<file path="src/omlpe_pkg.sv">
package omlpe_pkg;

  // ----------------------------------------------------------------
  // Widths
  // ----------------------------------------------------------------
  localparam int DATA_W  = 8;
  localparam int ADDR_W  = 12;
  localparam int WORD_W  = 16;
  localparam int BANK_W  = 4;
  localparam int PTR_W   = 12;
  localparam int PIDX_W  = 2;

  // ----------------------------------------------------------------
  // Opcode fields
  // ----------------------------------------------------------------
  localparam logic [7:0] OPC_OR_LIT   = 8'h09; // Full upper byte
  localparam logic [5:0] OPC_OR_REG   = 6'h04; // 000100 da
  localparam logic [5:0] OPC_COPY_REG = 6'h14; // 010100 da
  localparam logic [9:0] OPC_LDPTR_1  = 10'h3b8; // 1110 1110 00, ptr index, k msb
  localparam logic [7:0] OPC_LDPTR_2  = 8'hf0;   // 1111 0000, k lsb
  localparam int DEST_BIT  = 9;
  localparam int ABIT_BIT  = 8;
  localparam int PIDX_LSB  = 4;
  localparam int KHI_LSB   = 0;
  localparam int KHI_W     = 4;

  // ----------------------------------------------------------------
  // Access bank map: low part at bank 0, high part at top bank
  // ----------------------------------------------------------------
  localparam logic [7:0]        ACCESS_SPLIT   = 8'h80;
  localparam logic [BANK_W-1:0] ACCESS_BANK_LO = 4'h0;
  localparam logic [BANK_W-1:0] ACCESS_BANK_HI = 4'hf;

  // ----------------------------------------------------------------
  // Reset values
  // ----------------------------------------------------------------
  localparam logic [DATA_W-1:0] ACC_RST = 8'h00;
  localparam logic [PTR_W-1:0]  PTR_RST = 12'h000;

  // ----------------------------------------------------------------
  // Types
  // ----------------------------------------------------------------
  typedef enum logic [3:0] {
    PH_Q1 = 4'b0001,
    PH_Q2 = 4'b0010,
    PH_Q3 = 4'b0100,
    PH_Q4 = 4'b1000
  } omlpe_phase_t;

  typedef enum logic [2:0] {
    OP_NONE   = 3'h0,
    OP_OR_LIT = 3'h1,
    OP_OR_REG = 3'h2,
    OP_COPY   = 3'h3,
    OP_LDP_HI = 3'h4,
    OP_LDP_LO = 3'h5
  } omlpe_op_t;

endpackage
</file>
<file path="src/omlpe_dec_if.sv">
interface omlpe_dec_if;
  logic [omlpe_pkg::WORD_W-1:0] word;
  logic                         second;
  logic                         valid;
  omlpe_pkg::omlpe_op_t         op;
  logic                         dest;
  logic                         abit;
  logic [omlpe_pkg::DATA_W-1:0] field;
  logic [omlpe_pkg::PIDX_W-1:0] pidx;
  logic [omlpe_pkg::KHI_W-1:0]  khi;

  modport dec  (input word, second, valid, output op, dest, abit, field, pidx, khi);
  modport core (output word, second, valid, input op, dest, abit, field, pidx, khi);
endinterface

</file>
<file path="src/omlpe_core.sv">
// Functional notes
// RL1: Upper byte 0x09 ORs literal into accumulator
// RL2: Literal OR result lands only in accumulator
// RL3: Only negative and zero flags updated
// RL4: Top bits 000100 select register OR, d, a
// RL5: Register OR is bitwise inclusive OR
// RL6: d=1 writes file register, d=0 accumulator
// RL7: a=0 uses access bank, ignores bank select
// RL8: a=1 joins bank select with register field
// RL9: Eight-bit field reaches whole 256-byte bank
// RL10: Pointer load writes 12-bit literal, no flags
// RL11: Copy register to accumulator or itself
// RL12: Single-word ops finish in four quarter phases
// RL13: Pointer load: high four bits, then low byte
module omlpe_core #(
  parameter int NUM_PTR = 3  // Number of indirect pointers
) (
  input  wire logic                                   clk,          // Core clock
  input  wire logic                                   nrst,         // Async reset, active low
  input  wire logic [omlpe_pkg::WORD_W-1:0]           instr_word,   // Word sampled in Q1
  input  wire logic                                   instr_valid,  // Word present in Q1
  input  wire logic [omlpe_pkg::BANK_W-1:0]           bank_sel,     // bank_select_reg value
  input  wire logic [omlpe_pkg::DATA_W-1:0]           fr_rdata,     // File register read data
  output logic      [3:0]                             phase_q,      // One-hot quarter phase
  output logic      [omlpe_pkg::ADDR_W-1:0]           fr_addr_q,    // File register address
  output logic                                        fr_rd_q,      // Read strobe, Q2
  output logic                                        fr_wr_q,      // Write strobe, Q4
  output logic      [omlpe_pkg::DATA_W-1:0]           fr_wdata_q,   // Write data
  output logic      [omlpe_pkg::DATA_W-1:0]           acc_q,        // Accumulator
  output logic                                        flag_n_q,     // Negative flag
  output logic                                        flag_z_q,     // Zero flag
  output logic                                        lp_second_q,  // Awaiting pointer word 2
  output logic      [NUM_PTR*omlpe_pkg::PTR_W-1:0]    ptr_q         // indirect_pointer array
);

  localparam int DW = omlpe_pkg::DATA_W;
  localparam int PW = omlpe_pkg::PTR_W;
  localparam int IW = omlpe_pkg::PIDX_W;

  // ----------------------------------------------------------------
  // Elaboration checks
  // ----------------------------------------------------------------
  if (NUM_PTR < 1 || NUM_PTR > (1 << omlpe_pkg::PIDX_W)) begin : g_chk
    $error("NUM_PTR out of range");
  end

  // ----------------------------------------------------------------
  // Reset release
  // ----------------------------------------------------------------
  logic [1:0] rst_sync_q;
  wire        rst_n = rst_sync_q[1];

  // Two stages so release is clean against clk
  always_ff @(posedge clk or negedge nrst) begin
    if (!nrst) begin
      rst_sync_q <= 2'b00;
    end else begin
      rst_sync_q <= {rst_sync_q[0], 1'b1};
    end
  end

  // ----------------------------------------------------------------
  // Bank address function
  // ----------------------------------------------------------------
  function automatic logic [omlpe_pkg::ADDR_W-1:0] bank_addr(
    input logic                         abit,
    input logic [omlpe_pkg::BANK_W-1:0] bsel,
    input logic [DW-1:0]                f
  );
    logic [omlpe_pkg::BANK_W-1:0] acc_bank;
    acc_bank = (f < omlpe_pkg::ACCESS_SPLIT) ? omlpe_pkg::ACCESS_BANK_LO
                                             : omlpe_pkg::ACCESS_BANK_HI;
    bank_addr = abit ? {bsel, f}       // RL8
                     : {acc_bank, f};  // RL7 RL9
  endfunction

  // ----------------------------------------------------------------
  // Phase sequencer
  // ----------------------------------------------------------------
  omlpe_pkg::omlpe_phase_t ph_q, ph_d;

  // Free-running quarter phases; each instruction cycle is Q1..Q4
  always_comb begin
    case (ph_q)
      omlpe_pkg::PH_Q1: ph_d = omlpe_pkg::PH_Q2;
      omlpe_pkg::PH_Q2: ph_d = omlpe_pkg::PH_Q3;
      omlpe_pkg::PH_Q3: ph_d = omlpe_pkg::PH_Q4;
      omlpe_pkg::PH_Q4: ph_d = omlpe_pkg::PH_Q1;
      default:          ph_d = omlpe_pkg::PH_Q1;
    endcase
  end

  always_ff @(posedge clk or negedge rst_n) begin
    if (!rst_n) begin
      ph_q <= omlpe_pkg::PH_Q1;
    end else begin
      ph_q <= ph_d; // RL12
    end
  end

  assign phase_q = ph_q;
  wire in_q1 = ph_q == omlpe_pkg::PH_Q1;
  wire in_q2 = ph_q == omlpe_pkg::PH_Q2;
  wire in_q3 = ph_q == omlpe_pkg::PH_Q3;
  wire in_q4 = ph_q == omlpe_pkg::PH_Q4;

  // ----------------------------------------------------------------
  // Decode
  // ----------------------------------------------------------------
  omlpe_dec_if dif ();

  assign dif.word   = instr_word;
  assign dif.second = lp_second_q;
  assign dif.valid  = instr_valid;

  omlpe_decode u_dec (
    .d (dif.dec)
  );

  // Latched decode, held for the rest of the instruction cycle
  omlpe_pkg::omlpe_op_t      op_q;
  logic                      dest_q;
  logic [DW-1:0]             lit_q;
  logic [omlpe_pkg::PIDX_W-1:0] pidx_q;
  logic [omlpe_pkg::KHI_W-1:0]  khi_q;
  logic [DW-1:0]             res_q;

  always_ff @(posedge clk or negedge rst_n) begin
    if (!rst_n) begin
      op_q   <= omlpe_pkg::OP_NONE;
      dest_q <= 1'b0;
      lit_q  <= '0;
      khi_q  <= '0;
    end else if (in_q1) begin
      op_q   <= dif.op;
      dest_q <= dif.dest;
      lit_q  <= dif.field;
      khi_q  <= dif.khi;
    end
  end

  // Pointer index is kept from word one for word two
  always_ff @(posedge clk or negedge rst_n) begin
    if (!rst_n) begin
      pidx_q <= '0;
    end else if (in_q1 && dif.op == omlpe_pkg::OP_LDP_HI) begin
      pidx_q <= dif.pidx; // RL13
    end
  end

  // ----------------------------------------------------------------
  // Operation classes
  // ----------------------------------------------------------------
  wire is_or_lit = op_q == omlpe_pkg::OP_OR_LIT;
  wire is_or_reg = op_q == omlpe_pkg::OP_OR_REG;
  wire is_copy   = op_q == omlpe_pkg::OP_COPY;
  wire uses_reg  = is_or_reg || is_copy;
  wire sets_flag = is_or_lit || uses_reg;
  wire to_reg    = uses_reg && dest_q;   // RL6
  wire to_acc    = is_or_lit || (uses_reg && !dest_q);

  // Process data: OR or straight copy
  wire [DW-1:0] alu_res = is_or_lit ? (acc_q | lit_q)     // RL2
                        : is_or_reg ? (acc_q | fr_rdata)  // RL5
                        : fr_rdata;                       // RL11

  // ----------------------------------------------------------------
  // File register port
  // ----------------------------------------------------------------
  // Address is set up at end of Q1 and held through Q4 for write-back
  always_ff @(posedge clk or negedge rst_n) begin
    if (!rst_n) begin
      fr_addr_q <= '0;
    end else if (in_q1) begin
      fr_addr_q <= bank_addr(dif.abit, bank_sel, dif.field); // RL7 RL8
    end
  end

  // Read strobe high in Q2, data sampled at end of Q2
  always_ff @(posedge clk or negedge rst_n) begin
    if (!rst_n) begin
      fr_rd_q <= 1'b0;
    end else begin
      fr_rd_q <= in_q1 && (dif.op == omlpe_pkg::OP_OR_REG || dif.op == omlpe_pkg::OP_COPY);
    end
  end

  // Result captured while memory still drives read data
  always_ff @(posedge clk or negedge rst_n) begin
    if (!rst_n) begin
      res_q <= '0;
    end else if (in_q2) begin
      res_q <= alu_res;
    end
  end

  // Write strobe high in Q4 only when d selects the register
  always_ff @(posedge clk or negedge rst_n) begin
    if (!rst_n) begin
      fr_wr_q    <= 1'b0;
      fr_wdata_q <= '0;
    end else begin
      fr_wr_q    <= in_q3 && to_reg; // RL6
      fr_wdata_q <= in_q3 ? res_q : fr_wdata_q;
    end
  end

  // ----------------------------------------------------------------
  // Accumulator and flags, written at end of Q4
  // ----------------------------------------------------------------
  always_ff @(posedge clk or negedge rst_n) begin
    if (!rst_n) begin
      acc_q <= omlpe_pkg::ACC_RST;
    end else if (in_q4 && to_acc) begin
      acc_q <= res_q; // RL1 RL6 RL11
    end
  end

  // Pointer loads leave flags alone; other status bits live elsewhere
  always_ff @(posedge clk or negedge rst_n) begin
    if (!rst_n) begin
      flag_n_q <= 1'b0;
      flag_z_q <= 1'b0;
    end else if (in_q4 && sets_flag) begin
      flag_n_q <= res_q[DW-1];       // RL3
      flag_z_q <= res_q == '0;       // RL3
    end
  end

  // ----------------------------------------------------------------
  // Pointer load, two words
  // ----------------------------------------------------------------
  // Second-word flag: set by word one, cleared after word two's cycle
  always_ff @(posedge clk or negedge rst_n) begin
    if (!rst_n) begin
      lp_second_q <= 1'b0;
    end else if (in_q4) begin
      lp_second_q <= op_q == omlpe_pkg::OP_LDP_HI; // RL13
    end
  end

  wire ld_hi = in_q4 && op_q == omlpe_pkg::OP_LDP_HI;
  wire ld_lo = in_q4 && op_q == omlpe_pkg::OP_LDP_LO;

  // One flop bank per pointer, so no two processes share a variable
  logic [PW-1:0] ptr_bank_q [NUM_PTR];

  // Unused index values simply match no pointer
  for (genvar i = 0; i < NUM_PTR; i++) begin : g_ptr
    wire sel = pidx_q == IW'(i);
    always_ff @(posedge clk or negedge rst_n) begin
      if (!rst_n) begin
        ptr_bank_q[i] <= omlpe_pkg::PTR_RST;
      end else if (sel && ld_hi) begin
        ptr_bank_q[i][PW-1:DW] <= (PW-DW)'(khi_q); // RL10 RL13
      end else if (sel && ld_lo) begin
        ptr_bank_q[i][DW-1:0] <= lit_q; // RL10 RL13
      end
    end
    assign ptr_q[i*PW +: PW] = ptr_bank_q[i];
  end

endmodule // omlpe_core

</file>
<file path="src/omlpe_decode.sv">
module omlpe_decode (
  omlpe_dec_if.dec d  // Word in, decoded fields out
);

  // ----------------------------------------------------------------
  // Opcode matches
  // ----------------------------------------------------------------
  wire m_or_lit = d.word[15:8] == omlpe_pkg::OPC_OR_LIT;   // RL1
  wire m_or_reg = d.word[15:10] == omlpe_pkg::OPC_OR_REG;  // RL4
  wire m_copy   = d.word[15:10] == omlpe_pkg::OPC_COPY_REG; // RL11
  wire m_ldp1   = d.word[15:6] == omlpe_pkg::OPC_LDPTR_1;  // RL10
  wire m_ldp2   = d.word[15:8] == omlpe_pkg::OPC_LDPTR_2;  // RL13

  // Second word of a pointer load is never decoded as a fresh opcode
  always_comb begin
    d.op = omlpe_pkg::OP_NONE;
    if (!d.valid) begin
      d.op = omlpe_pkg::OP_NONE;
    end else if (d.second) begin
      d.op = m_ldp2 ? omlpe_pkg::OP_LDP_LO : omlpe_pkg::OP_NONE; // RL13
    end else if (m_or_lit) begin
      d.op = omlpe_pkg::OP_OR_LIT;
    end else if (m_or_reg) begin
      d.op = omlpe_pkg::OP_OR_REG;
    end else if (m_copy) begin
      d.op = omlpe_pkg::OP_COPY;
    end else if (m_ldp1) begin
      d.op = omlpe_pkg::OP_LDP_HI;
    end
  end

  // Field extraction
  assign d.dest  = d.word[omlpe_pkg::DEST_BIT];  // RL6
  assign d.abit  = d.word[omlpe_pkg::ABIT_BIT];  // RL7
  assign d.field = d.word[omlpe_pkg::DATA_W-1:0]; // RL9
  assign d.pidx  = d.word[omlpe_pkg::PIDX_LSB +: omlpe_pkg::PIDX_W];
  assign d.khi   = d.word[omlpe_pkg::KHI_LSB +: omlpe_pkg::KHI_W];

endmodule // omlpe_decode

</file>
<file path="config.mk">
export PLATFORM = sky130hd
export DESIGN_NAME = omlpe_core
export DESIGN_NICKNAME = d
export VERILOG_FILES = /design/src/omlpe_pkg.sv /design/src/omlpe_dec_if.sv /design/src/omlpe_core.sv /design/src/omlpe_decode.sv
export SDC_FILE = /design/constraint.sdc
export NUM_CORES = 1
export LEC_CHECK = 0
export ABC_AREA = 1
export ABC_CLOCK_PERIOD_IN_PS = 7400
export BUFFER_PORTS_ARGS = -buffer_cell sky130_fd_sc_hd__buf_2
export CAP_MARGIN = 25
export CORE_MARGIN = 2
export CORE_UTILIZATION = 45
export DETAILED_ROUTE_END_ITERATION = 10
export PLACE_DENSITY_LB_ADDON = 0.25
export SYNTH_ARGS = -nofsm -noshare
export SYNTH_HDL_FRONTEND = slang
export SYNTH_SLANG_ARGS = --single-unit
</file>
<file path="constraint.sdc">
create_clock -name clk -period 7.4 [get_ports clk]
set_clock_uncertainty 0.15 [all_clocks]
set_input_delay 1.48 -clock clk [delete_from_list [all_inputs] [get_ports clk]]
set_output_delay 1.48 -clock clk [all_outputs]
set_load 0.005 [all_outputs]
</file>
Word level (Yosys, flattened, before mapping) --
Cells that the tools add are included.
Cells by class: multiplexer cells 12, order comparisons 1, reduce and logical (&&, ||, !) cells 25, bitwise gates (word level) 5, eq/ne operators 19
Operators with widths (number):
- $mux 3 | 7
- $mux 8 | 2
- $or 8x8->8 | 2
- $logic_and 1x1->1 | 15
- $eq 3x2->1 const B | 4
- $mux 12 | 1
- $pmux 4 s3 | 1
- $eq 10x10->1 const B | 1
- $eq 3x3->1 const B | 3
- $eq 8x4->1 const B | 1
- $eq 8x8->1 const B | 1
- $logic_not 8->1 | 1
- $lt 8x8->1 const B | 1
- $eq 6x3->1 const B | 1
- $eq 6x5->1 const B | 1
- $reduce_and 2->1 | 3
- $eq 4x1->1 const B | 1
- $eq 4x2->1 const B | 1
- $eq 4x3->1 const B | 1
- $eq 4x4->1 const B | 1
- $logic_or 1x1->1 | 4
- $mux 4 | 1
- $eq 3x1->1 const B | 1
- $not 1->1 | 3
- other kinds (4) | 4
Storage, ports and cells: bits in registers 101, output and inout bits 73, input bits 31, logic and storage cells 84

Longest topological paths before layout --
Gate-level depths: netlist of the first run.
depth in word-level cells 10, mapped depth 10, gate-level depth less buffers 10

By module --
A second synthesis of the first run with hierarchy kept.
Unflattened totals: cell total of the unflattened synthesis 535, area total of the unflattened synthesis 4369.2 µm²
By module, submodules not included:
- omlpe_core | times used 1, area each 4096.4 µm², cells each 480
- omlpe_decode | times used 1, area each 272.8 µm², cells each 55

Least setup slack after synthesis of the first run --
OpenSTA, ideal clock, no wires.
kind input to register, start input port instr_word[12] (netlist bit), end register pidx_q[0] (netlist bit), library setup time 0.065 ns, stages 9, buffers on the path 0, arrival time 2.168 ns, path slack 5.017 ns, path through inv_1 nand2_1 nor2_1 nand3_1 nand2_1 nand3_1 nor2_1 nand2_1 nand2_1
On the way: cells in the longest elaborated chain, start to end 9, elaborated cells on any way between the ends 14, those cells by class eq/ne (6); mux (7); reduce/logical (1)
Ends and longest elaborated chain:
- start: declaration | line omlpe_core.sv:20 | input wire logic [omlpe_pkg::WORD_W-1:0] instr_word,
- $eq 10x10->1 | line omlpe_decode.sv:11 | wire m_ldp1 = d.word[15:6] == omlpe_pkg::OPC_LDPTR_1;
- $mux 3 | line omlpe_decode.sv:27 | end else if (m_ldp1) begin
- $mux 3 | line omlpe_decode.sv:25 | end else if (m_copy) begin
- $mux 3 | line omlpe_decode.sv:23 | end else if (m_or_reg) begin
- $mux 3 | line omlpe_decode.sv:21 | end else if (m_or_lit) begin
- $mux 3 * | line omlpe_decode.sv:19 | end else if (d.second) begin
- $mux 3 * | line omlpe_decode.sv:17 | if (!d.valid) begin
- $eq 3x3->1 * | line omlpe_core.sv:146 | end else if (in_q1 && dif.op == omlpe_pkg::OP_LDP_HI) begin
- $logic_and 1x1->1 * | line omlpe_core.sv:146
- end signal: assignment | line omlpe_core.sv:147 | pidx_q <= dif.pidx;
- end: declaration | line omlpe_core.sv:124 | logic [omlpe_pkg::PIDX_W-1:0] pidx_q;
Every way passes the cells marked *; elsewhere a longest branch is shown, timed or not. A chain may end at the register's enable or synchronous reset.

Final worst setup path of the first run --
start register ph_q[0] (netlist: phase_q[0]), end output port phase_q[0]
RTL lines:
- start: declaration | line omlpe_core.sv:80 | omlpe_pkg::omlpe_phase_t ph_q, ph_d;
- start signal: assignment | line omlpe_core.sv:95 | ph_q <= omlpe_pkg::PH_Q1;
- start signal: assignment | line omlpe_core.sv:97 | ph_q <= ph_d;
- end: declaration | line omlpe_core.sv:24 | output logic [3:0] phase_q,
No word-level cell between the ends.

==> results by group, run 1 <==
Detailed routing
  – First drt pass iteration count: 4
  – DR vias/cell: 4.930
  – DRT iter0 DRCs: 133
  – DRC viols: 0
  – Total routed wirelength: 8635 microns
  – Routed Antenna Nets: 0
  – Routed wire per std cell: 14.00 microns
  – Via count: 3042

Pwr
  – P per Cell Area: 201.4 mW/mm^2
  – Worst VDD drop: 85.64 uV
  – Leak pwr: 2.343 nW
  – Final Total Pwr: 0.9247 mW

Critical path
  – Crit path largest cell delay: 0.57 ns
  – Arr. time, crit path: 1.03 ns
  – Crit start category: flop
  – CP max-delay cell: dfstp_2
  – Worst path cell trace: buf_2
  – CP max FO: 3
  – Worst path top cell family by delay: flip-flops
  – CP Buf/Inv Count: 1
  – Req. time, crit path: 5.77 ns
  – WS Path Type: flop to primary output
  – Critical Path End Type: primary output

Timing
  – Min Hold Slack: 0.1915 ns
  – Worst rel slew slack: 43.16%
  – Measured slew at the worst slew-check pin: 0.8525 ns
  – Unrepaired setup endpoints after global routing: no
  – Total Neg Setup Slack: 0 ns
  – Tmin final: 2.661 ns
  – Highest Clock Rate: 0.3759 GHz
  – Final setup viols: 0
  – Endpoints failing hold: 0
  – Final Cycle Share: 35.95%
  – Max Slew Vio Count: 0

Global route
  – First-pass GRT wire length: 14180 microns
  – Initial antenna violation count: 0
  – Largest net degree at the start of global routing: 48
  – Global Route Usage Sum: 20.58%
  – GRT Residual Overflow: 0
  – Vias in the first global route: 2852

Floorplan
  – Initial core utilization: 45.89%
  – Die span in x: 95.07 microns
  – Num rows: 33
  – CORE AREA: 0.008134 sq mm
  – Die H: 95.07 microns
  – # IOs: 104
  – Die area: 0.009038 sq mm

CTS
  – Root buffer cell: clkbuf_8
  – Hold Buf Count CTS: 0
  – TritonCTS clock tree: done
  – Skew-Pair Late Insertion Delay: 0.35 ns
  – Clk slew on worst S/H paths: 0.09 ns
  – CTS Buf Count: 9
  – CTS resizes: 0
  – Setup repair bufs after CTS: 0
  – Clock Path Buffers: 2
  – H-tree levels: 3
  – Sink Count: 89

Logic synthesis
  – Post-Syn Nets: 432
  – Mapped Area: 0.003732 sq mm
  – Synth Area per Inst: 9.308 sq um
  – Yosys warnings: 0
  – Yosys cell types: 33
  – Synth Register Bits: 89
  – Sequential fraction of the synthesis area: 59.70%
  – Syn Inst Count: 401

Final layout
  – Fillers: 759
  – Area growth syn-to-layout: 23.03%
  – Final Cell Area: 0.004592 sq mm
  – Share of layout cells above drive strength 1: 29.69%
  – Antenna diodes: 0
  – # nets final: 538
  – Fin cells: 617

Place
  – Port Buffer Count: 103
  – Final HPWL DP: 6206 microns
  – Dpl cell area: 0.004353 sq mm
  – RePlAce Congestion: 0.7819
  – Post-Place Cells: 600

Run status
  – Status: completed

Min path
  – HP Class: flop to asynchronous set/reset pin

Flow run
  – MaxCap Viol Count: 0
-- report_power, final --
part	switching [mW]	internal [mW]	total, mW	leakage [nW]
combinational	0.0367	0.0258	0.0625	1.08
clock	0.173	0.176	0.349	0.102
sequential	0.0126	0.500	0.513	1.16
-- sequential cells by signal, indices dropped and copies added, names as in the netlist --
register and cells:
fr_wr_q 1, res_q 8, phase_q 4, fr_addr_q 5
lp_second_q 1, flag_z_q 1, rst_sync_q 2, fr_rd_q 1
fr_wdata_q 8, acc_q 8, ptr_q 36, op_q 3
pidx_q 2, lit_q 7, flag_n_q 1, dest_q 1
-- through the flow --
stage / setup slack, ns / util (%)
finish: 4.739 / 56.45
global route: 4.698 / 56.45
CTS: 4.723 / 56.15
detailed placement: 4.713 / 53.51
global placement: 4.774 / 53.18
floorplan: 4.589 / -
-- cell usage after synthesis, drive strengths merged --
cell	count	area [sq um]
nor3	12	81.33
nor4	4	40.04
inv	45	168.9
nand4	1	6.260
dfstp	1	26.28
or2	1	6.260
a31oi	4	25.02
a211oi	1	20.02
a21o	1	7.510
nand2	106	417.9
o22ai	8	50.05
nor2	33	136.4
nand3	15	87.59
a21oi	2	10.01
conb	1	3.750
o21ai	66	364.1
o21bai	1	7.510
dfrtp	88	2202
nor3b	1	7.510
buf	10	63.81
-- area by class of cell --
type	instances	area, sq um	area share, %
timing repair buffer	105	568.0	12.37
clock buffer	11	151.4	3.297
tap	105	131.4	2.861
inverter	45	168.9	3.678
multi-input combinational	257	1277	27.82
sequential	89	2232	48.61
clock inverter	5	62.56	1.362
-- final timing paths --
kind / from / endpoint / slack (ns) / cells past startpoint
worst min-delay path: rst_sync_q[1] / fr_addr_q[11] / 0.19 / 0
min in group clk: rst_sync_q[0] / rst_sync_q[1] / 0.22 / 0
worst max register to register: op_q[1] / acc_q[0] / 5.30 / 6
worst max-delay path: phase_q[0] / phase_q[0] / 4.74 / 1
worst min register to register: rst_sync_q[1] / fr_addr_q[11] / 0.19 / 0
max in group asynchronous: nrst / rst_sync_q[1] / 6.25 / 1
-- cell usage in the layout (no fill, tap or decap), types with 2 or more instances in the layout --
master / instances
nor4_1: 3
nor3_1: 9
inv_1: 40
nor2_1: 30
o21ai_0: 2
o21ai_2: 9
a31oi_1: 4
o21ai_1: 55
buf_2: 103
nor2_2: 2
nor3_4: 2
inv_2: 5
nand3_1: 14
o22ai_1: 8
a21oi_1: 2
clkbuf_8: 11
nand2_1: 100
nand2_2: 5
dfrtp_1: 87
clkinvlp_4: 2
-- cells by family after synthesis --
family                 after synthesis  share of synthesized area, %
and+or+nand+nor                    173                         20.99
DFF                                 89                         59.71
AOI/OAI and AO/OA                   83                         12.97
buffers and inverters               55                         6.235
other                                1                        0.1005
-- per-layer routing --
metal	wire, microns	vias to the layer above	GRT usage [%]
met3	411	13	3.241
met5	0	-	0
met1	3921	1444	28.38
li1	-	1512	-
met2	4161	73	33.10
met4	141	0	7.488
Note: power is estimated with default switching activity, not from simulation.
==> run 2, diff against run 1 <==
--- a/config.mk
+++ b/config.mk
@@ -6,7 +6,7 @@
 export NUM_CORES = 1
 export LEC_CHECK = 0
 export ABC_AREA = 1
-export ABC_CLOCK_PERIOD_IN_PS = 7400
+export ABC_CLOCK_PERIOD_IN_PS = 2450
 export BUFFER_PORTS_ARGS = -buffer_cell sky130_fd_sc_hd__buf_2
 export CAP_MARGIN = 25
 export CORE_MARGIN = 2
==> constraint.sdc (replaced) <==
create_clock -name clk -period 2.45 [get_ports clk]
set_clock_uncertainty 0.15 [all_clocks]
set_input_delay 0.49 -clock clk [delete_from_list [all_inputs] [get_ports clk]]
set_output_delay 0.49 -clock clk [all_outputs]
set_load 0.005 [all_outputs]
==> run 2 against run 1 <==
Register-to-register slack lost 4.7 ns. Total power grew to 3.2 times the previous value. Sequential share of layout area shrank 0.29 points. Core utilization grew 0.34 points. Combinational power grew to 3.0 times the previous value. Via count is essentially flat. Routed wire length grew 2.8%. Highest routed layer unchanged.
==> results by group, run 2 (synthesis results as in run 1) <==
Detailed routing
  – Routed met3 length: 364 microns (was 411 microns)
  – DRC viols: 0 (unchanged)
  – DRT iter0 DRCs: 109 (was 133)
  – Met1 wire length: 4003 microns (was 3921 microns)
  – Via count: 3043 (was 3042)
  – Met2 routed WL: 4308 microns (was 4161 microns)
  – First drt pass iteration count: 4 (unchanged)
  – Uppermost layer routed: met4 (unchanged)
  – DR vias/cell: 4.908 (was 4.930)
  – Routed Antenna Nets: 0 (unchanged)
  – Routed wire per std cell: 14.32 microns (was 14.00 microns)
  – Total routed wirelength: 8879 microns (was 8635 microns)

Critical path
  – Crit start category: flop (unchanged)
  – Worst path top cell family by delay: compound AO/OA/AOI/OAI gates (was flip-flops)
  – Most frequent cell on the critical path: o21ai_2
  – Req. time, crit path: 2.52 ns (was 5.77 ns)
  – Critical Path End Type: flop (was primary output)
  – Arr. time, crit path: 1.91 ns (was 1.03 ns)
  – Crit path largest cell delay: 0.46 ns (was 0.57 ns)
  – WS Path Type: flop to flop (was flop to primary output)
  – CP max FO: 16 (was 3)
  – Worst path cell trace: nor2_4 -> nand3_4 -> a211oi_4 -> o21ai_2 -> nand2_1 -> o21ai_2 (was buf_2)
  – CP max-delay cell: dfrtp_1 (was dfstp_2)
  – CP Buf/Inv Count: 0 (was 1)

Pwr
  – Worst VDD drop: 295.1 uV (was 85.64 uV)
  – Final Total Pwr: 2.941 mW (was 0.9247 mW)
  – P per Cell Area: 636.7 mW/mm^2 (was 201.4 mW/mm^2)
  – Leak pwr: 2.371 nW (was 2.343 nW)

CTS
  – CTS resizes: 0 (unchanged)
  – Root buffer cell: clkbuf_8 (unchanged)
  – Clock Path Buffers: 2 (unchanged)
  – CTS Buf Count: 9 (unchanged)
  – Hold Buf Count CTS: 1 (was 0)
  – Setup repair bufs after CTS: 0 (unchanged)
  – TritonCTS clock tree: done (unchanged)
  – H-tree levels: 3 (unchanged)
  – Sink Count: 89 (unchanged)
  – Clk slew on worst S/H paths: 0.09 ns (about the same)
  – Skew-Pair Late Insertion Delay: 0.36 ns (was 0.35 ns)

Global route
  – GRT Residual Overflow: 0 (unchanged)
  – Largest net degree at the start of global routing: 46 (was 48)
  – First-pass GRT wire length: 13890 microns (was 14180 microns)
  – Global Route Usage Sum: 20.28% (was 20.58%)
  – Initial antenna violation count: 0 (unchanged)
  – Vias in the first global route: 2905 (was 2852)

Place
  – Final HPWL DP: 6480 microns (was 6206 microns)
  – RePlAce Congestion: 0.8073 (was 0.7819)
  – Post-Place Cells: 603 (was 600)
  – Dpl cell area: 0.004368 sq mm (was 0.004353 sq mm)
  – Pre-CTS WS: 0.6350 ns (was 4.713 ns)
  – Port Buffer Count: 103 (unchanged)

Floorplan
  – Die span in x: 95.07 microns (unchanged)
  – # IOs: 104 (unchanged)
  – Num rows: 33 (unchanged)
  – CORE AREA: 0.008134 sq mm (unchanged)
  – Die area: 0.009038 sq mm (unchanged)
  – Die H: 95.07 microns (unchanged)
  – Initial core utilization: 45.89% (unchanged)

Timing
  – Max Slew Vio Count: 0 (unchanged)
  – Tmin final: 1.835 ns
  – Final Cycle Share: 74.91%
  – Total Neg Setup Slack: 0 ns (unchanged)
  – Final setup viols: 0 (unchanged)
  – Measured slew at the worst slew-check pin: 0.8571 ns (was 0.8525 ns)
  – Unrepaired setup endpoints after global routing: no (unchanged)
  – Endpoints failing hold: 0 (unchanged)
  – Worst rel slew slack: 42.85% (was 43.16%)
  – Highest Clock Rate: 0.5449 GHz
  – Final setup margin: 0.6147 ns (was 4.739 ns)
  – Min Hold Slack: 0.1806 ns (was 0.1915 ns)

Min path
  – HP Class: flop to asynchronous set/reset pin (unchanged)

Final layout
  – Area growth syn-to-layout: 23.77% (was 23.03%)
  – Final Cell Area: 0.004619 sq mm (was 0.004592 sq mm)
  – Antenna diodes: 0 (unchanged)
  – # nets final: 541 (was 538)
  – Fin cells: 620 (was 617)
  – Max reg flops: 36 (unchanged)
  – Commonest non-fill, non-tap cell in the layout: buf_2 (unchanged)
  – Fillers: 754 (was 759)
  – Share of layout cells above drive strength 1: 29.90% (was 29.69%)
  – Final Core Density: 56.79% (was 56.45%)
  – Most frequent cells in the layout: buf_2 (103), nand2_1 (100), dfrtp_1 (87) (unchanged)

Flow run
  – MaxCap Viol Count: 0 (unchanged)

Run status
  – Status: completed (unchanged)
## run 2: cell types whose count changed in the layout (fill, tap and decap cells not counted), sizes merged
cell | before | now
dlygate4sd3 | 0 | 1
clkinv | 1 | 3
clkbuf | 12 | 9
clkinvlp | 2 | 0
buf | 104 | 107
bufinv | 1 | 3
## run 2: per-layer routing
metal  vias up  track usage [%]
li1       1516                -
met1      1427            26.42
met2        84            33.57
met3        16            3.162
met5         -                0
met4         0            8.937
## run 2: cell type report
| cell class | instances | area (sq um) | share of cell area, % |
|---|---|---|---|
| Clock buffer | 9 | 123.9 | 2.681 |
| Tap cell | 105 | 131.4 | 2.844 |
| Timing Repair Buffer | 108 | 568.0 | 12.30 |
| Sequential cell | 89 | 2232 | 48.32 |
| Clock inverter | 7 | 117.6 | 2.546 |
| Inverter | 45 | 168.9 | 3.657 |
| Multi-Input combinational cell | 257 | 1277 | 27.65 |
## run 2: final timing paths
path,start,endpoint,slack (ns),depth (start not counted)
setup / recovery,phase_q[1],acc_q[4],0.61,6
hold / removal,rst_sync_q[1],ptr_q[2],0.18,0
setup reg to reg,phase_q[1],acc_q[4],0.61,6
hold reg to reg,rst_sync_q[1],ptr_q[2],0.18,0
max in group asynchronous,rst_sync_q[1],ptr_q[23],1.33,1
min in group clk,instr_word[0],lit_q[0],0.20,3
## run 2: worst register-to-register path, stage by stage (launching register included)
cell and delay (ns):
dfrtp_1 0.46, nor2_4 0.17, nand3_4 0.13, a211oi_4 0.26
o21ai_2 0.30, nand2_1 0.18, o21ai_2 0.06
## run 2: power by group
part           internal (mW)  switching [mW]
combinational         0.0779           0.111
clock                  0.679           0.521
sequential              1.51          0.0406
total                   2.27           0.673
